--- src/shared/tpc_map.svh ---
// command codes, status codes and field positions of the tape controller host port
// assumes one 125 MHz system clock; included by bare name
`ifndef TPC_MAP_SVH
`define TPC_MAP_SVH
// ----------------------------------------
// command word, low byte
// ----------------------------------------
`define TPC_CMD_READ 8'h01
`define TPC_CMD_STOP 8'h02
`define TPC_CMD_INH 8'h04
`define TPC_CMD_READ_INH 8'h05
`define TPC_CMD_STOP_INH 8'h06
`define TPC_CMD_ALLOW 8'h08
`define TPC_CMD_READ_ALLOW 8'h09
`define TPC_CMD_STOP_ALLOW 8'h0a
`define TPC_CMD_BIT_READ 0
`define TPC_CMD_BIT_STOP 1
`define TPC_CMD_BIT_INH 2
`define TPC_CMD_BIT_ALLOW 3
// ----------------------------------------
// status bytes and bus lanes
// ----------------------------------------
`define TPC_STAT_OK 8'h00
`define TPC_STAT_TERR 8'h04
`define TPC_STAT_NRDY 8'h40
`define TPC_BUS_MSB_LINE 8
`define TPC_BUS_LSB_LINE 15
// ----------------------------------------
// reset values and counts
// ----------------------------------------
`define TPC_MIN_CHARS 2'd2
`define TPC_EOT_EXTRA 2'd2
`define TPC_RST_BYTE 8'h00
`endif

--- src/shared/tpc_pkg.sv ---
// types shared by the tape controller host port
// assumes tpc_map.svh holds the numeric constants
package tpc_pkg;
   // ----------------------------------------
   // carriers
   // ----------------------------------------
   typedef enum logic {TPC_SECT_RX, TPC_SECT_TX} tpc_sect_t;
   typedef struct packed {
      logic cmd;
      logic din;
      logic dout;
      logic ain;
      logic sin;
      tpc_sect_t sect;
      logic [7:0] data;
   } tpc_cpu_req_t;
   typedef struct packed {
      logic run_sw;
      logic spool_pwr;
      logic rewind_off;
      logic char_stb;
      logic [7:0] char_data;
      logic punch_ready;
      logic near_eot;
      logic punch_done;
   } tpc_dev_in_t;
endpackage : tpc_pkg

--- src/logic/tpc_host_port.sv ---
// host port of the perforated tape controller: command, data, address and status strobes
// assumes the cpu presents level strobes with data stable while high; reader/punch give pulses
`timescale 1ns/1ns
`include "tpc_map.svh"
module tpc_host_port #(
   parameter logic [7:0] RX_ADDR = 8'h11, // arbitrary section address
   parameter logic [7:0] TX_ADDR = 8'h13  // arbitrary section address
) (
   input wire logic I_CLK,
   input wire logic I_RST_N,
   input wire tpc_pkg::tpc_cpu_req_t I_CPU_REQ,
   input wire logic I_HIGHER_LEVEL,
   input wire tpc_pkg::tpc_dev_in_t I_DEV,
   output logic O_ACK,
   output logic O_BUS_OE,
   output logic [0:15] O_BUS_DATA,
   output logic O_RX_IRQ,
   output logic O_TX_IRQ,
   output logic O_READER_RUN,
   output logic O_PUNCH_STB,
   output logic [7:0] O_PUNCH_DATA
);
   import tpc_pkg::*;
   // ----------------------------------------
   // input synchronisers and edge detect
   // ----------------------------------------
   tpc_cpu_req_t req_m, req_s, req_d;
   tpc_dev_in_t dev_m, dev_s, dev_d;
   always_ff @(posedge I_CLK or negedge I_RST_N) begin
      if (!I_RST_N) begin
         req_m <= '0;
         req_s <= '0;
         req_d <= '0;
         dev_m <= '0;
         dev_s <= '0;
         dev_d <= '0;
      end else begin
         req_m <= I_CPU_REQ;
         req_s <= req_m;
         req_d <= req_s;
         dev_m <= I_DEV;
         dev_s <= dev_m;
         dev_d <= dev_s;
      end
   end
   logic cmd_ev, din_ev, dout_ev, ain_ev, sin_ev, char_ev, done_ev, to_rx;
   assign cmd_ev = req_s.cmd & ~req_d.cmd;
   assign din_ev = req_s.din & ~req_d.din;
   assign dout_ev = req_s.dout & ~req_d.dout;
   assign ain_ev = req_s.ain & ~req_d.ain;
   assign sin_ev = req_s.sin & ~req_d.sin;
   assign char_ev = dev_s.char_stb & ~dev_d.char_stb;
   assign done_ev = dev_s.punch_done & ~dev_d.punch_done;
   assign to_rx = (req_s.sect == TPC_SECT_RX);
   // ----------------------------------------
   // command decode
   // ----------------------------------------
   logic rx_cmd_ok, tx_cmd_ok, rx_not_ready, tx_punch_ok;
   always_comb begin
      unique case (req_s.data)
         `TPC_CMD_READ, `TPC_CMD_STOP, `TPC_CMD_INH, `TPC_CMD_READ_INH,
         `TPC_CMD_STOP_INH, `TPC_CMD_ALLOW, `TPC_CMD_READ_ALLOW, `TPC_CMD_STOP_ALLOW: rx_cmd_ok = to_rx;
         default: rx_cmd_ok = 1'b0;
      endcase
      tx_cmd_ok = !to_rx && (req_s.data == `TPC_CMD_INH || req_s.data == `TPC_CMD_ALLOW);
   end
   assign rx_not_ready = !(dev_s.run_sw && dev_s.spool_pwr && dev_s.rewind_off);
   assign tx_punch_ok = dev_s.punch_ready && !dev_s.near_eot;
   // ----------------------------------------
   // controller state
   // ----------------------------------------
   logic reading_r, reading_nxt, stop_pend_r, stop_pend_nxt;
   logic [1:0] char_cnt_r, char_cnt_nxt, eot_cnt_r, eot_cnt_nxt;
   logic rx_full_r, rx_full_nxt, rx_terr_r, rx_terr_nxt, rx_nrdy_r, rx_nrdy_nxt;
   logic rx_inh_r, rx_inh_nxt, rx_irq_r, rx_irq_nxt;
   logic [7:0] rx_buf_r, rx_buf_nxt, punch_data_r, punch_data_nxt;
   logic tx_busy_r, tx_busy_nxt, tx_svc_r, tx_svc_nxt, tx_nrdy_r, tx_nrdy_nxt;
   logic tx_inh_r, tx_inh_nxt, tx_irq_r, tx_irq_nxt;
   logic ack_r, ack_nxt, oe_r, oe_nxt, pstb_r, pstb_nxt;
   logic [0:15] bus_r, bus_nxt;
   always_comb begin
      reading_nxt = reading_r;
      stop_pend_nxt = stop_pend_r;
      char_cnt_nxt = char_cnt_r;
      eot_cnt_nxt = dev_s.near_eot ? eot_cnt_r : 2'd0;
      rx_full_nxt = rx_full_r;
      rx_terr_nxt = rx_terr_r;
      rx_nrdy_nxt = rx_nrdy_r;
      rx_inh_nxt = rx_inh_r;
      rx_irq_nxt = rx_irq_r;
      rx_buf_nxt = rx_buf_r;
      punch_data_nxt = punch_data_r;
      tx_busy_nxt = tx_busy_r;
      tx_svc_nxt = tx_svc_r;
      tx_nrdy_nxt = tx_nrdy_r;
      tx_inh_nxt = tx_inh_r;
      tx_irq_nxt = tx_irq_r;
      ack_nxt = 1'b0;
      oe_nxt = 1'b0;
      pstb_nxt = 1'b0;
      bus_nxt = bus_r;
      // cpu strobes act first so that a device event in the same cycle wins
      if (cmd_ev && rx_cmd_ok) begin
         ack_nxt = 1'b1;
         rx_terr_nxt = 1'b0;
         if (req_s.data[`TPC_CMD_BIT_INH]) begin
            rx_inh_nxt = 1'b1;
            rx_irq_nxt = 1'b0;
         end
         if (req_s.data[`TPC_CMD_BIT_ALLOW]) begin
            rx_inh_nxt = 1'b0;
            rx_irq_nxt = rx_full_r | rx_nrdy_r;
         end
         if (req_s.data[`TPC_CMD_BIT_READ]) begin
            if (!rx_not_ready) begin
               reading_nxt = 1'b1;
               stop_pend_nxt = 1'b0;
               char_cnt_nxt = 2'd0;
            end else begin
               rx_nrdy_nxt = 1'b1;
               rx_irq_nxt = !rx_inh_nxt;
            end
         end
         if (req_s.data[`TPC_CMD_BIT_STOP] && reading_r) begin
            stop_pend_nxt = 1'b1;
         end
      end
      if (cmd_ev && tx_cmd_ok) begin
         ack_nxt = 1'b1;
         if (req_s.data[`TPC_CMD_BIT_INH]) begin
            tx_inh_nxt = 1'b1;
            tx_irq_nxt = 1'b0;
         end else begin
            tx_inh_nxt = 1'b0;
            tx_irq_nxt = tx_svc_r | tx_nrdy_r;
         end
      end
      if (din_ev && to_rx) begin
         oe_nxt = 1'b1;
         bus_nxt = '0;
         bus_nxt[`TPC_BUS_MSB_LINE:`TPC_BUS_LSB_LINE] = rx_buf_r;
         // a timing error or not-ready flag withholds the ack until status in (or, for the error, a command) clears it; a dead reader withholds it while dead
         ack_nxt = rx_full_r && !rx_terr_r && !rx_nrdy_r && !rx_not_ready;
         rx_full_nxt = 1'b0;
         rx_irq_nxt = 1'b0;
      end
      if (dout_ev && !to_rx) begin
         if (!tx_busy_r && tx_punch_ok) begin
            ack_nxt = 1'b1;
            tx_svc_nxt = 1'b0;
            tx_irq_nxt = 1'b0;
         end
         if (!tx_busy_r && dev_s.punch_ready && dev_s.near_eot && eot_cnt_r != `TPC_EOT_EXTRA) begin
            eot_cnt_nxt = eot_cnt_r + 2'd1;
            tx_svc_nxt = 1'b0;
            if (eot_cnt_r == 2'd0) begin
               tx_nrdy_nxt = 1'b1;
               tx_irq_nxt = !tx_inh_r;
            end else begin
               ack_nxt = 1'b1;
               tx_irq_nxt = 1'b0;
            end
         end
         if (!tx_busy_r && (tx_punch_ok || (dev_s.punch_ready && eot_cnt_r != `TPC_EOT_EXTRA))) begin
            tx_busy_nxt = 1'b1;
            pstb_nxt = 1'b1;
            punch_data_nxt = req_s.data;
         end
         if (!tx_busy_r && !dev_s.punch_ready) begin
            tx_nrdy_nxt = 1'b1;
         end
      end
      if (ain_ev) begin
         // receiver outranks transmitter; an outside higher level silences both
         if (!I_HIGHER_LEVEL && rx_irq_r && !rx_inh_r) begin
            oe_nxt = 1'b1;
            bus_nxt = '0;
            bus_nxt[`TPC_BUS_MSB_LINE:`TPC_BUS_LSB_LINE] = RX_ADDR;
            rx_irq_nxt = 1'b0;
         end else if (!I_HIGHER_LEVEL && tx_irq_r && !tx_inh_r) begin
            oe_nxt = 1'b1;
            bus_nxt = '0;
            bus_nxt[`TPC_BUS_MSB_LINE:`TPC_BUS_LSB_LINE] = TX_ADDR;
            tx_irq_nxt = 1'b0;
         end
      end
      if (sin_ev) begin
         oe_nxt = 1'b1;
         bus_nxt = '0;
         if (to_rx) begin
            bus_nxt[`TPC_BUS_MSB_LINE:`TPC_BUS_LSB_LINE] = (rx_nrdy_r || rx_not_ready) ? `TPC_STAT_NRDY :
               (rx_terr_r ? `TPC_STAT_TERR : `TPC_STAT_OK);
            rx_irq_nxt = 1'b0;
            rx_terr_nxt = 1'b0;
            rx_nrdy_nxt = 1'b0;
         end else begin
            bus_nxt[`TPC_BUS_MSB_LINE:`TPC_BUS_LSB_LINE] = (tx_nrdy_r || !tx_punch_ok) ? `TPC_STAT_NRDY :
               `TPC_STAT_OK;
            tx_irq_nxt = 1'b0;
            tx_nrdy_nxt = 1'b0;
         end
      end
      // device events: sets win over same-cycle clears
      if (char_ev && reading_r) begin
         if (rx_full_r) begin
            rx_terr_nxt = 1'b1;
         end
         rx_buf_nxt = dev_s.char_data;
         rx_full_nxt = 1'b1;
         rx_irq_nxt = rx_irq_nxt | !rx_inh_nxt;
         if (char_cnt_r != `TPC_MIN_CHARS) begin
            char_cnt_nxt = char_cnt_r + 2'd1;
         end
         if (stop_pend_nxt && char_cnt_r != 2'd0) begin
            reading_nxt = 1'b0;
            stop_pend_nxt = 1'b0;
         end
      end
      if (done_ev && tx_busy_r) begin
         tx_busy_nxt = 1'b0;
         tx_svc_nxt = 1'b1;
         tx_irq_nxt = tx_irq_nxt | !tx_inh_nxt;
      end
   end
   always_ff @(posedge I_CLK or negedge I_RST_N) begin
      if (!I_RST_N) begin
         reading_r <= 1'b0;
         stop_pend_r <= 1'b0;
         char_cnt_r <= 2'd0;
         eot_cnt_r <= 2'd0;
         rx_full_r <= 1'b0;
         rx_terr_r <= 1'b0;
         rx_nrdy_r <= 1'b0;
         rx_inh_r <= 1'b0;
         rx_irq_r <= 1'b0;
         rx_buf_r <= `TPC_RST_BYTE;
         punch_data_r <= `TPC_RST_BYTE;
         tx_busy_r <= 1'b0;
         tx_svc_r <= 1'b0;
         tx_nrdy_r <= 1'b0;
         tx_inh_r <= 1'b0;
         tx_irq_r <= 1'b0;
         ack_r <= 1'b0;
         oe_r <= 1'b0;
         pstb_r <= 1'b0;
         bus_r <= '0;
      end else begin
         reading_r <= reading_nxt;
         stop_pend_r <= stop_pend_nxt;
         char_cnt_r <= char_cnt_nxt;
         eot_cnt_r <= eot_cnt_nxt;
         rx_full_r <= rx_full_nxt;
         rx_terr_r <= rx_terr_nxt;
         rx_nrdy_r <= rx_nrdy_nxt;
         rx_inh_r <= rx_inh_nxt;
         rx_irq_r <= rx_irq_nxt;
         rx_buf_r <= rx_buf_nxt;
         punch_data_r <= punch_data_nxt;
         tx_busy_r <= tx_busy_nxt;
         tx_svc_r <= tx_svc_nxt;
         tx_nrdy_r <= tx_nrdy_nxt;
         tx_inh_r <= tx_inh_nxt;
         tx_irq_r <= tx_irq_nxt;
         ack_r <= ack_nxt;
         oe_r <= oe_nxt;
         pstb_r <= pstb_nxt;
         bus_r <= bus_nxt;
      end
   end
   assign O_ACK = ack_r;
   assign O_BUS_OE = oe_r;
   assign O_BUS_DATA = bus_r;
   assign O_RX_IRQ = rx_irq_r;
   assign O_TX_IRQ = tx_irq_r;
   assign O_READER_RUN = reading_r;
   assign O_PUNCH_STB = pstb_r;
   assign O_PUNCH_DATA = punch_data_r;
   // ----------------------------------------
   // checks
   // ----------------------------------------
   AST_READ_READY: assert property (@(posedge I_CLK) disable iff (!I_RST_N)
      $rose(reading_r) |-> !$past(rx_not_ready)) else $error("reader started while not ready");
   AST_READ_CLR_TERR: assert property (@(posedge I_CLK) disable iff (!I_RST_N)
      (cmd_ev && rx_cmd_ok && !char_ev) |=> !rx_terr_r && O_ACK) else $error("command left timing error");
   AST_MIN_TWO: assert property (@(posedge I_CLK) disable iff (!I_RST_N)
      $fell(reading_r) |-> char_cnt_r == `TPC_MIN_CHARS) else $error("reader stopped before two chars");
   AST_RX_INHIBIT: assert property (@(posedge I_CLK) disable iff (!I_RST_N)
      (cmd_ev && rx_cmd_ok && req_s.data[`TPC_CMD_BIT_INH]) |=> !O_RX_IRQ[*2]) else $error("rx request not dropped");
   AST_TX_INHIBIT: assert property (@(posedge I_CLK) disable iff (!I_RST_N)
      (cmd_ev && tx_cmd_ok && req_s.data[`TPC_CMD_BIT_INH]) |=> !O_TX_IRQ && tx_inh_r) else $error("tx request kept");
   AST_ALLOW_REISSUE: assert property (@(posedge I_CLK) disable iff (!I_RST_N)
      (cmd_ev && rx_cmd_ok && req_s.data[`TPC_CMD_BIT_ALLOW] && rx_full_r && !din_ev) |=> O_RX_IRQ)
      else $error("allow did not reissue request");
   AST_DIN_CLEARS: assert property (@(posedge I_CLK) disable iff (!I_RST_N)
      (din_ev && to_rx && !char_ev) |=> !rx_full_r ##1 !O_ACK) else $error("data in left service set");
   AST_OVERRUN: assert property (@(posedge I_CLK) disable iff (!I_RST_N)
      (char_ev && reading_r && rx_full_r) |=> rx_terr_r) else $error("overrun not flagged");
   AST_BUSY_NOACK: assert property (@(posedge I_CLK) disable iff (!I_RST_N)
      (dout_ev && !to_rx && tx_busy_r) |=> !O_ACK && !O_PUNCH_STB) else $error("busy punch acknowledged");
   AST_AIN_INHIBITED: assert property (@(posedge I_CLK) disable iff (!I_RST_N)
      (ain_ev && rx_inh_r) |=> !O_ACK && !(O_BUS_OE && O_BUS_DATA[`TPC_BUS_MSB_LINE:`TPC_BUS_LSB_LINE] == RX_ADDR))
      else $error("address in answered while inhibited");
   AST_SIN_ANSWER: assert property (@(posedge I_CLK) disable iff (!I_RST_N)
      sin_ev |=> O_BUS_OE && !O_ACK && ($past(to_rx) ? (!O_RX_IRQ || $past(char_ev)) : (!O_TX_IRQ || $past(done_ev))))
      else $error("status in not answered");
endmodule : tpc_host_port

--- config.mk ---
export PLATFORM = sky130hd
export DESIGN_NAME = tpc_host_port
export DESIGN_NICKNAME = d
export VERILOG_FILES = /design/src/shared/tpc_pkg.sv /design/src/logic/tpc_host_port.sv
export VERILOG_INCLUDE_DIRS = /design/src /design/src/shared
export SDC_FILE = /design/constraint.sdc
export NUM_CORES = 1
export LEC_CHECK = 0
export ABC_AREA = 1
export BUFFER_PORTS_ARGS = -buffer_cell sky130_fd_sc_hd__buf_2
export CAP_MARGIN = 25
export CORE_UTILIZATION = 35
export CTS_BUF_LIST = sky130_fd_sc_hd__clkbuf_2
export DETAILED_ROUTE_END_ITERATION = 6
export PLACE_DENSITY_LB_ADDON = 0.3
export SYNTH_ARGS = -nofsm -noshare
export SYNTH_HDL_FRONTEND = slang
export SYNTH_SLANG_ARGS = --single-unit
--- constraint.sdc ---
create_clock -name I_CLK -period 1.4 [get_ports I_CLK]
set_input_delay 0.21 -clock I_CLK [delete_from_list [all_inputs] [get_ports I_CLK]]
set_output_delay 0.21 -clock I_CLK [all_outputs]
set_load 0.02 [all_outputs]
==> results.py, run 1 <==
metrics = {
    "synthesis": {
        "synthDistinctLibCells": 31,
        "ys.flop_type": "dfrtp_1",
        "synth_edf_count": 0,
        "synth_nets": 398,
        "syn_inst": 364,
        "yosysSeqAreaShare_pct": 72.1,
        "async_reset_ff_share_pct": 100,
        "ys_warn_count": 0,
        "postSynthRegisterBits": 116,
        "synth_area_per_cell_um2": 11.1,
        "netlist_area_um2": 4030,
    },
    "sta": {
        "setup_viol": 18,
        "tightestPinTransition_ns": 0.424,
        "fmax_ghz": 0.702,
        "drv_slew": 0,
        "period_share_pct": 102,
        "hold_viol": 0,
        "skew_ns": 0.0256,
        "min_period_ns": 1.42,
        "max-slew-margin-rel_pct": 71.8,
        "setup_slack_ns": -0.0247,
        "rsz0062_at_grt": "yes",
        "holdWs_ns": 0.0933,
    },
    "power_and_ir_drop": {
        "total_power_mw": 6.47,
        "p_per_area_nw_per_um2": 1160,
        "ir_drop_mv": 0.620,
        "p_leak_nw": 2.82,
    },
    "cts": {
        "cts_buffer_depth": 2,
        "cts_num_sinks": 116,
        "clkTransAtPathRegs_ns": 0.18,
        "htreeDepth": 4,
        "cts_tree": "yes",
        "cts_made_buffers": 17,
        "root_buffer": "clkbuf_2",
        "clk-insertion-delay-late_ns": 0.64,
    },
    "route": {
        "drtIter0Drc": 133,
        "avgRoutedWirePerCell_um": 11.7,
        "wl_um": 7720,
        "dr.pass1.iters": 6,
        "vias": 2874,
        "antenna_left": 0,
        "vias_per_cell": 4.35,
        "drc": 0,
    },
    "setup_path": {
        "critical_path_buf_inv_count": 1,
        "crit_type": "register to output port",
        "regToRegStartpoint": "req_s[1]",
        "endpoint_kind": "output port",
        "cp_data_arrival_time_ns": 1.21,
        "critical_path.slowest_cell": "dfrtp_1",
        "cp-startpoint": "O_BUS_DATA[12]",
        "startpoint_type": "register",
        "path_cells": "buf_6",
        "reg2regPathDepth": 9,
        "cp_slowest_stage_delay_ns": 0.44,
        "crit_required_ns": 1.19,
        "cp_max_fo": 2,
        "path_delay_family": "flip-flops",
        "rrSetupSlack_ns": 0.07,
        "r2r-end": "char_cnt_r[0]",
    },
    "floorplanning": {
        "die_area_um2": 11900,
        "die-height_um": 109,
        "die_x_um": 109,
        "core_area_um2": 11000,
        "pin_count": 62,
        "std_cell_rows": 38,
        "start_util_pct": 36.5,
    },
    "layout": {
        "layout_common_cells": "112 x dfrtp_1, 87 x nand2_1, 39 x inv_1, 35 x buf_4",
        "syn2layout_area_growth_pct": 38.9,
        "layout_commonest_cell": "dfrtp_1",
        "instances_no_fill": 661,
        "fillCellCount": 1019,
        "layout.nets": 542,
        "drive_gt1_share_pct": 33.4,
        "diodes": 0,
    },
    "place": {
        "gp_congestion": 0.762,
        "place_inst": 575,
        "portBuffers": 61,
        "hpwl_um": 4900,
    },
    "worst_hold_path": {
        "whs_path_depth": 7,
        "hp-class": "input port to register",
        "min_to": "O_BUS_DATA[14]",
        "hold_start": "I_HIGHER_LEVEL",
    },
    "global_routing": {
        "grt_pass1_vias": 2876,
        "antenna_found_initial": 0,
        "gr-total-overflow": 0,
        "grt_use_total_pct": 14.4,
        "grt_pass1_wl_um": 12900,
        "grt_max_degree": 82,
    },
    "job": {
        "drv_cap": 0,
    },
    "status": {
        "status": "finished with violations",
        "violations": "negative setup slack",
    },
}
==> layer usage <==
| metal | track usage (%) | vias to the layer above | routed length, µm |
|---|---|---|---|
| met1 | 17.8 | 1369 | 3470 |
| met3 | 5.50 | 11 | 361 |
| li1 | - | 1430 | - |
| met5 | 0 | - | 0 |
| met4 | 6.57 | 0 | 101 |
| met2 | 22.4 | 64 | 3780 |
==> power by group <==
group / switching, mW / internal, mW
Clock: 1.24 / 0.645
Combinational: 0.427 / 0.453
Sequential: 0.135 / 3.57
==> kinds of logic (layout without fill, tap and decap cells) <==
family                     count (synthesis)  after routing  synth area share, %
DFF                                      116            116                 72.1
and+or+nand+nor                          158            158                 16.8
adders and majority gates                  2              2                0.621
buffers and inverters                     49            206                 4.91
muxes                                      1              1                0.249
AOI/OAI and AO/OA                         38             38                 5.37
==> worst max path at each step <==
stage                                 end  slack (ns)  depth (start not counted)
after detailed placement   O_BUS_DATA[15]       -0.03                          8
after global routing       O_BUS_DATA[12]       -0.17                          1
final                      O_BUS_DATA[12]       -0.02                          1
after CTS                  O_BUS_DATA[12]       -0.11                          1
after floorplan           O_PUNCH_DATA[3]        0.11                          7
after global placement      O_BUS_DATA[4]       0.008                          8
==> stage by stage <==
stage	setup TNS [ns]	instance area, µm²	setup WS, ns	util [%]
5_1_grt	-3.74	5590	-0.169	50.7
2_1_floorplan	0	4030	0.114	-
3_5_place_dp	-0.159	4610	-0.0307	41.8
6_report	-0.203	5590	-0.0247	50.7
4_1_cts	-2.24	5380	-0.107	48.8
3_3_place_gp	0	4610	0.00781	41.8
==> final cells by class <==
type | instances | area [µm²] | area share (%)
sequential | 116 | 2910 | 52.0
timing repair buffer | 127 | 1090 | 19.5
multi-input combinational | 199 | 1030 | 18.4
inverter | 46 | 181 | 3.24
tap | 140 | 175 | 3.13
clock inverter | 13 | 110 | 1.97
clock buffer | 19 | 95.1 | 1.70
timing repair inverter | 1 | 5.00 | 0.0895
==> registers in the layout (all words and copies together) (netlist names), 2 cells and up <==
signal        cells
O_BUS_DATA       16
dev_m            15
dev_s            15
req_m            14
req_s            14
O_PUNCH_DATA      8
rx_buf_r          8
req_d             5
char_cnt_r        2
dev_d             2
eot_cnt_r         2
==> synth_stat cells (all sizes together), types with 2 or more instances <==
master | n | area share (%)
ha | 2 | 0.62
nand2 | 101 | 9.8
clkinv | 2 | 0.31
nand4 | 2 | 0.47
o21ai | 20 | 2.8
o211ai | 2 | 0.37
dfrtp | 116 | 72
nand3b | 2 | 0.37
buf | 2 | 0.40
a21oi | 11 | 1.4
a31oi | 2 | 0.31
nand3 | 16 | 2.0
nor3 | 5 | 0.90
inv | 44 | 4.1
nor2 | 31 | 3.0
==> what timing repair did <==
item	4_1_cts	5_1_grt
hold buffers	30	0
endpoints found under the setup margin	43	61
pin swaps	1	8
gates cloned	0	1
setup buffers	9	14
resized for setup	63	33
endpoints found under the hold margin	145	0
Power figures use the tool's default switching activity.
==> inputs of run 2 (changes only) <==
--- a/config.mk
+++ b/config.mk
@@ -8,9 +8,8 @@
 export LEC_CHECK = 0
 export ABC_AREA = 1
 export BUFFER_PORTS_ARGS = -buffer_cell sky130_fd_sc_hd__buf_2
-export CAP_MARGIN = 25
 export CORE_UTILIZATION = 35
-export CTS_BUF_LIST = sky130_fd_sc_hd__clkbuf_2
+export CTS_BUF_LIST = sky130_fd_sc_hd__clkbuf_8
 export DETAILED_ROUTE_END_ITERATION = 6
 export PLACE_DENSITY_LB_ADDON = 0.3
 export SYNTH_ARGS = -nofsm -noshare
==> results.py, run 2 (same netlist as run 1, synthesis figures left out) <==
metrics = {
    "status": {
        "status": "finished clean",
    },
    "power_and_ir_drop": {
        "ir_drop_mv": 0.931,
        "p_clk_share_pct": 39.2,
        "p_leak_nw": 2.75,
        "seqPwrFrac_pct": 51.3,
        "p_sw_share_pct": 25.8,
        "power.switching_mw": 1.85,
        "power_frac_comb_pct": 9.5,
        "p_per_area_nw_per_um2": 1330,
        "power.internal_mw": 5.34,
    },
    "setup_path": {
        "path_delay_family": "simple AND/OR/NAND/NOR gates",
        "cp_data_arrival_time_ns": 1.68,
        "path_cells": "nand2_2 > inv_2 > nor2_2 > nand2_1 > nor2_1 > buf_4 > nand2_2 > nand2_1 > a21oi_2",
        "critical_path_buf_inv_count": 2,
        "crit_type": "register to register",
        "crit_required_ns": 1.70,
        "critical_path.slowest_cell": "dfrtp_2",
        "cp_slowest_stage_delay_ns": 0.46,
        "startpoint_type": "register",
        "regToRegStartpoint": "req_s[0]",
        "cp_max_fo": 5,
        "cp-startpoint": "req_s[0]",
        "endpoint_kind": "register",
    },
    "cts": {
        "clkTransAtPathRegs_ns": 0.07,
        "cts_num_sinks": 116,
        "clk-insertion-delay-late_ns": 0.42,
        "cts_made_buffers": 17,
        "root_buffer": "clkbuf_8",
        "cts_buffer_depth": 2,
        "htreeDepth": 4,
        "cts_tree": "yes",
    },
    "route": {
        "drc": 0,
        "antenna_left": 0,
        "wl_um": 7730,
        "vias": 2802,
        "avgRoutedWirePerCell_um": 12.0,
        "vias_per_cell": 4.36,
        "dr.pass1.iters": 4,
        "drtIter0Drc": 149,
    },
    "sta": {
        "hold_viol": 0,
        "setup_viol": 0,
        "max-slew-margin-rel_pct": 71.2,
        "fmax_ghz": 0.727,
        "skew_ns": 0.00857,
        "rsz0062_at_grt": "yes",
        "setup_slack_ns": 0.0248,
        "drv_slew": 0,
        "setup_tns_ns": 0,
        "tightestPinTransition_ns": 0.432,
        "min_period_ns": 1.38,
        "period_share_pct": 98.2,
    },
    "layout": {
        "instances_no_fill": 643,
        "final_util_pct": 49.2,
        "largest_register_ffs": 16,
        "diodes": 0,
        "syn2layout_area_growth_pct": 34.7,
        "drive_gt1_share_pct": 30.2,
        "fillCellCount": 1032,
        "layout_common_cells": "112 x dfrtp_1, 88 x nand2_1, 60 x buf_2, 41 x inv_1, 30 x dlygate4sd3_1",
        "design_area_um2": 5430,
        "layout.nets": 524,
        "layout_commonest_cell": "dfrtp_1",
    },
    "floorplanning": {
        "die_x_um": 109,
        "std_cell_rows": 38,
        "die_area_um2": 11900,
        "start_util_pct": 36.5,
        "core_area_um2": 11000,
        "die-height_um": 109,
        "pin_count": 62,
    },
    "global_routing": {
        "grt_max_degree": 82,
        "grt_pass1_wl_um": 12900,
        "grt_pass1_vias": 2757,
        "grt_use_total_pct": 14.5,
        "antenna_found_initial": 0,
        "gr-total-overflow": 0,
    },
    "worst_hold_path": {
        "hold_start": "I_HIGHER_LEVEL",
        "hp-class": "input port to register",
    },
    "place": {
        "hpwl_um": 4900,
        "dp_slack_ns": -0.0307,
        "post_dp_cell_area_um2": 4610,
        "place_inst": 575,
        "gp_congestion": 0.762,
        "portBuffers": 61,
    },
    "job": {
        "drv_cap": 0,
    },
}
run 2: cell count changes in the layout (fill, tap and decap cells not counted), sizes merged:
cell,before,now
inv,46,48
clkinv,8,7
clkinvlp,5,3
buf,97,80
run 2: repair_timing:
action                     CTS  global route
setup endpoints to repair   12            31
resized for setup            2            27
buffers inserted             0             6
pin swaps                    0             8
hold buffers                30             0
hold endpoints to repair   145             0
run 2: layout make-up:
type                            instances  area, µm²  area share [%]
Clock buffer                           19        262            4.82
Clock inverter                         13        110            2.03
Inverter                               46        178            3.27
Multi-Input combinational cell        199       1010            18.5
Sequential cell                       116       2910            53.6
Tap cell                              140        175            3.23
Timing Repair Buffer                  110        788            14.5
run 2: path summary, 6_finish.rpt:
check                           depth (start not counted)  slack [ns]        endpoint
worst max-delay path                                    9        0.02   char_cnt_r[0]
max in group asynchronous                               3        0.68        req_s[8]
min in group asynchronous                               3        0.34     stop_pend_r
worst max register to register                          9        0.02   char_cnt_r[0]
worst min register to register                          0        0.35        req_s[1]
worst min-delay path                                    7        0.32  O_BUS_DATA[14]
run 2: metal layers:
layer	vias to the layer above	routed length [µm]	GRT usage (%)
met5	-	0	0
met2	64	3700	21.9
met3	12	418	6.28
met4	0	115	5.43
li1	1393	-	-
met1	1333	3490	18.6
run 2: power by group through the flow:
stage                     sequential, mW  combinational [mW]  clock, mW
final                               3.69               0.686       2.82
after global routing                3.71               0.775       3.08
after CTS                           3.68               0.670       2.90
after detailed placement            3.74               0.601          0
after global placement              3.74               0.588          0
after floorplan                     3.82               0.221          0
run 2: metrics by stage:
stage               hold WS (ns)  power, mW
floorplan                -0.0856       4.04
global placement           0.285       4.33
detailed placement         0.285       4.34
CTS                        0.350       7.26
global route               0.356       7.57
finish                     0.322       7.19
run 2: tightest hold or removal path, cell delays in order:
cell	delay [ns]
buf_2	0.07
inv_1	0.03
nand2_2	0.12
o21ai_1	0.11
inv_1	0.06
nand2_1	0.05
inv_1	0.04
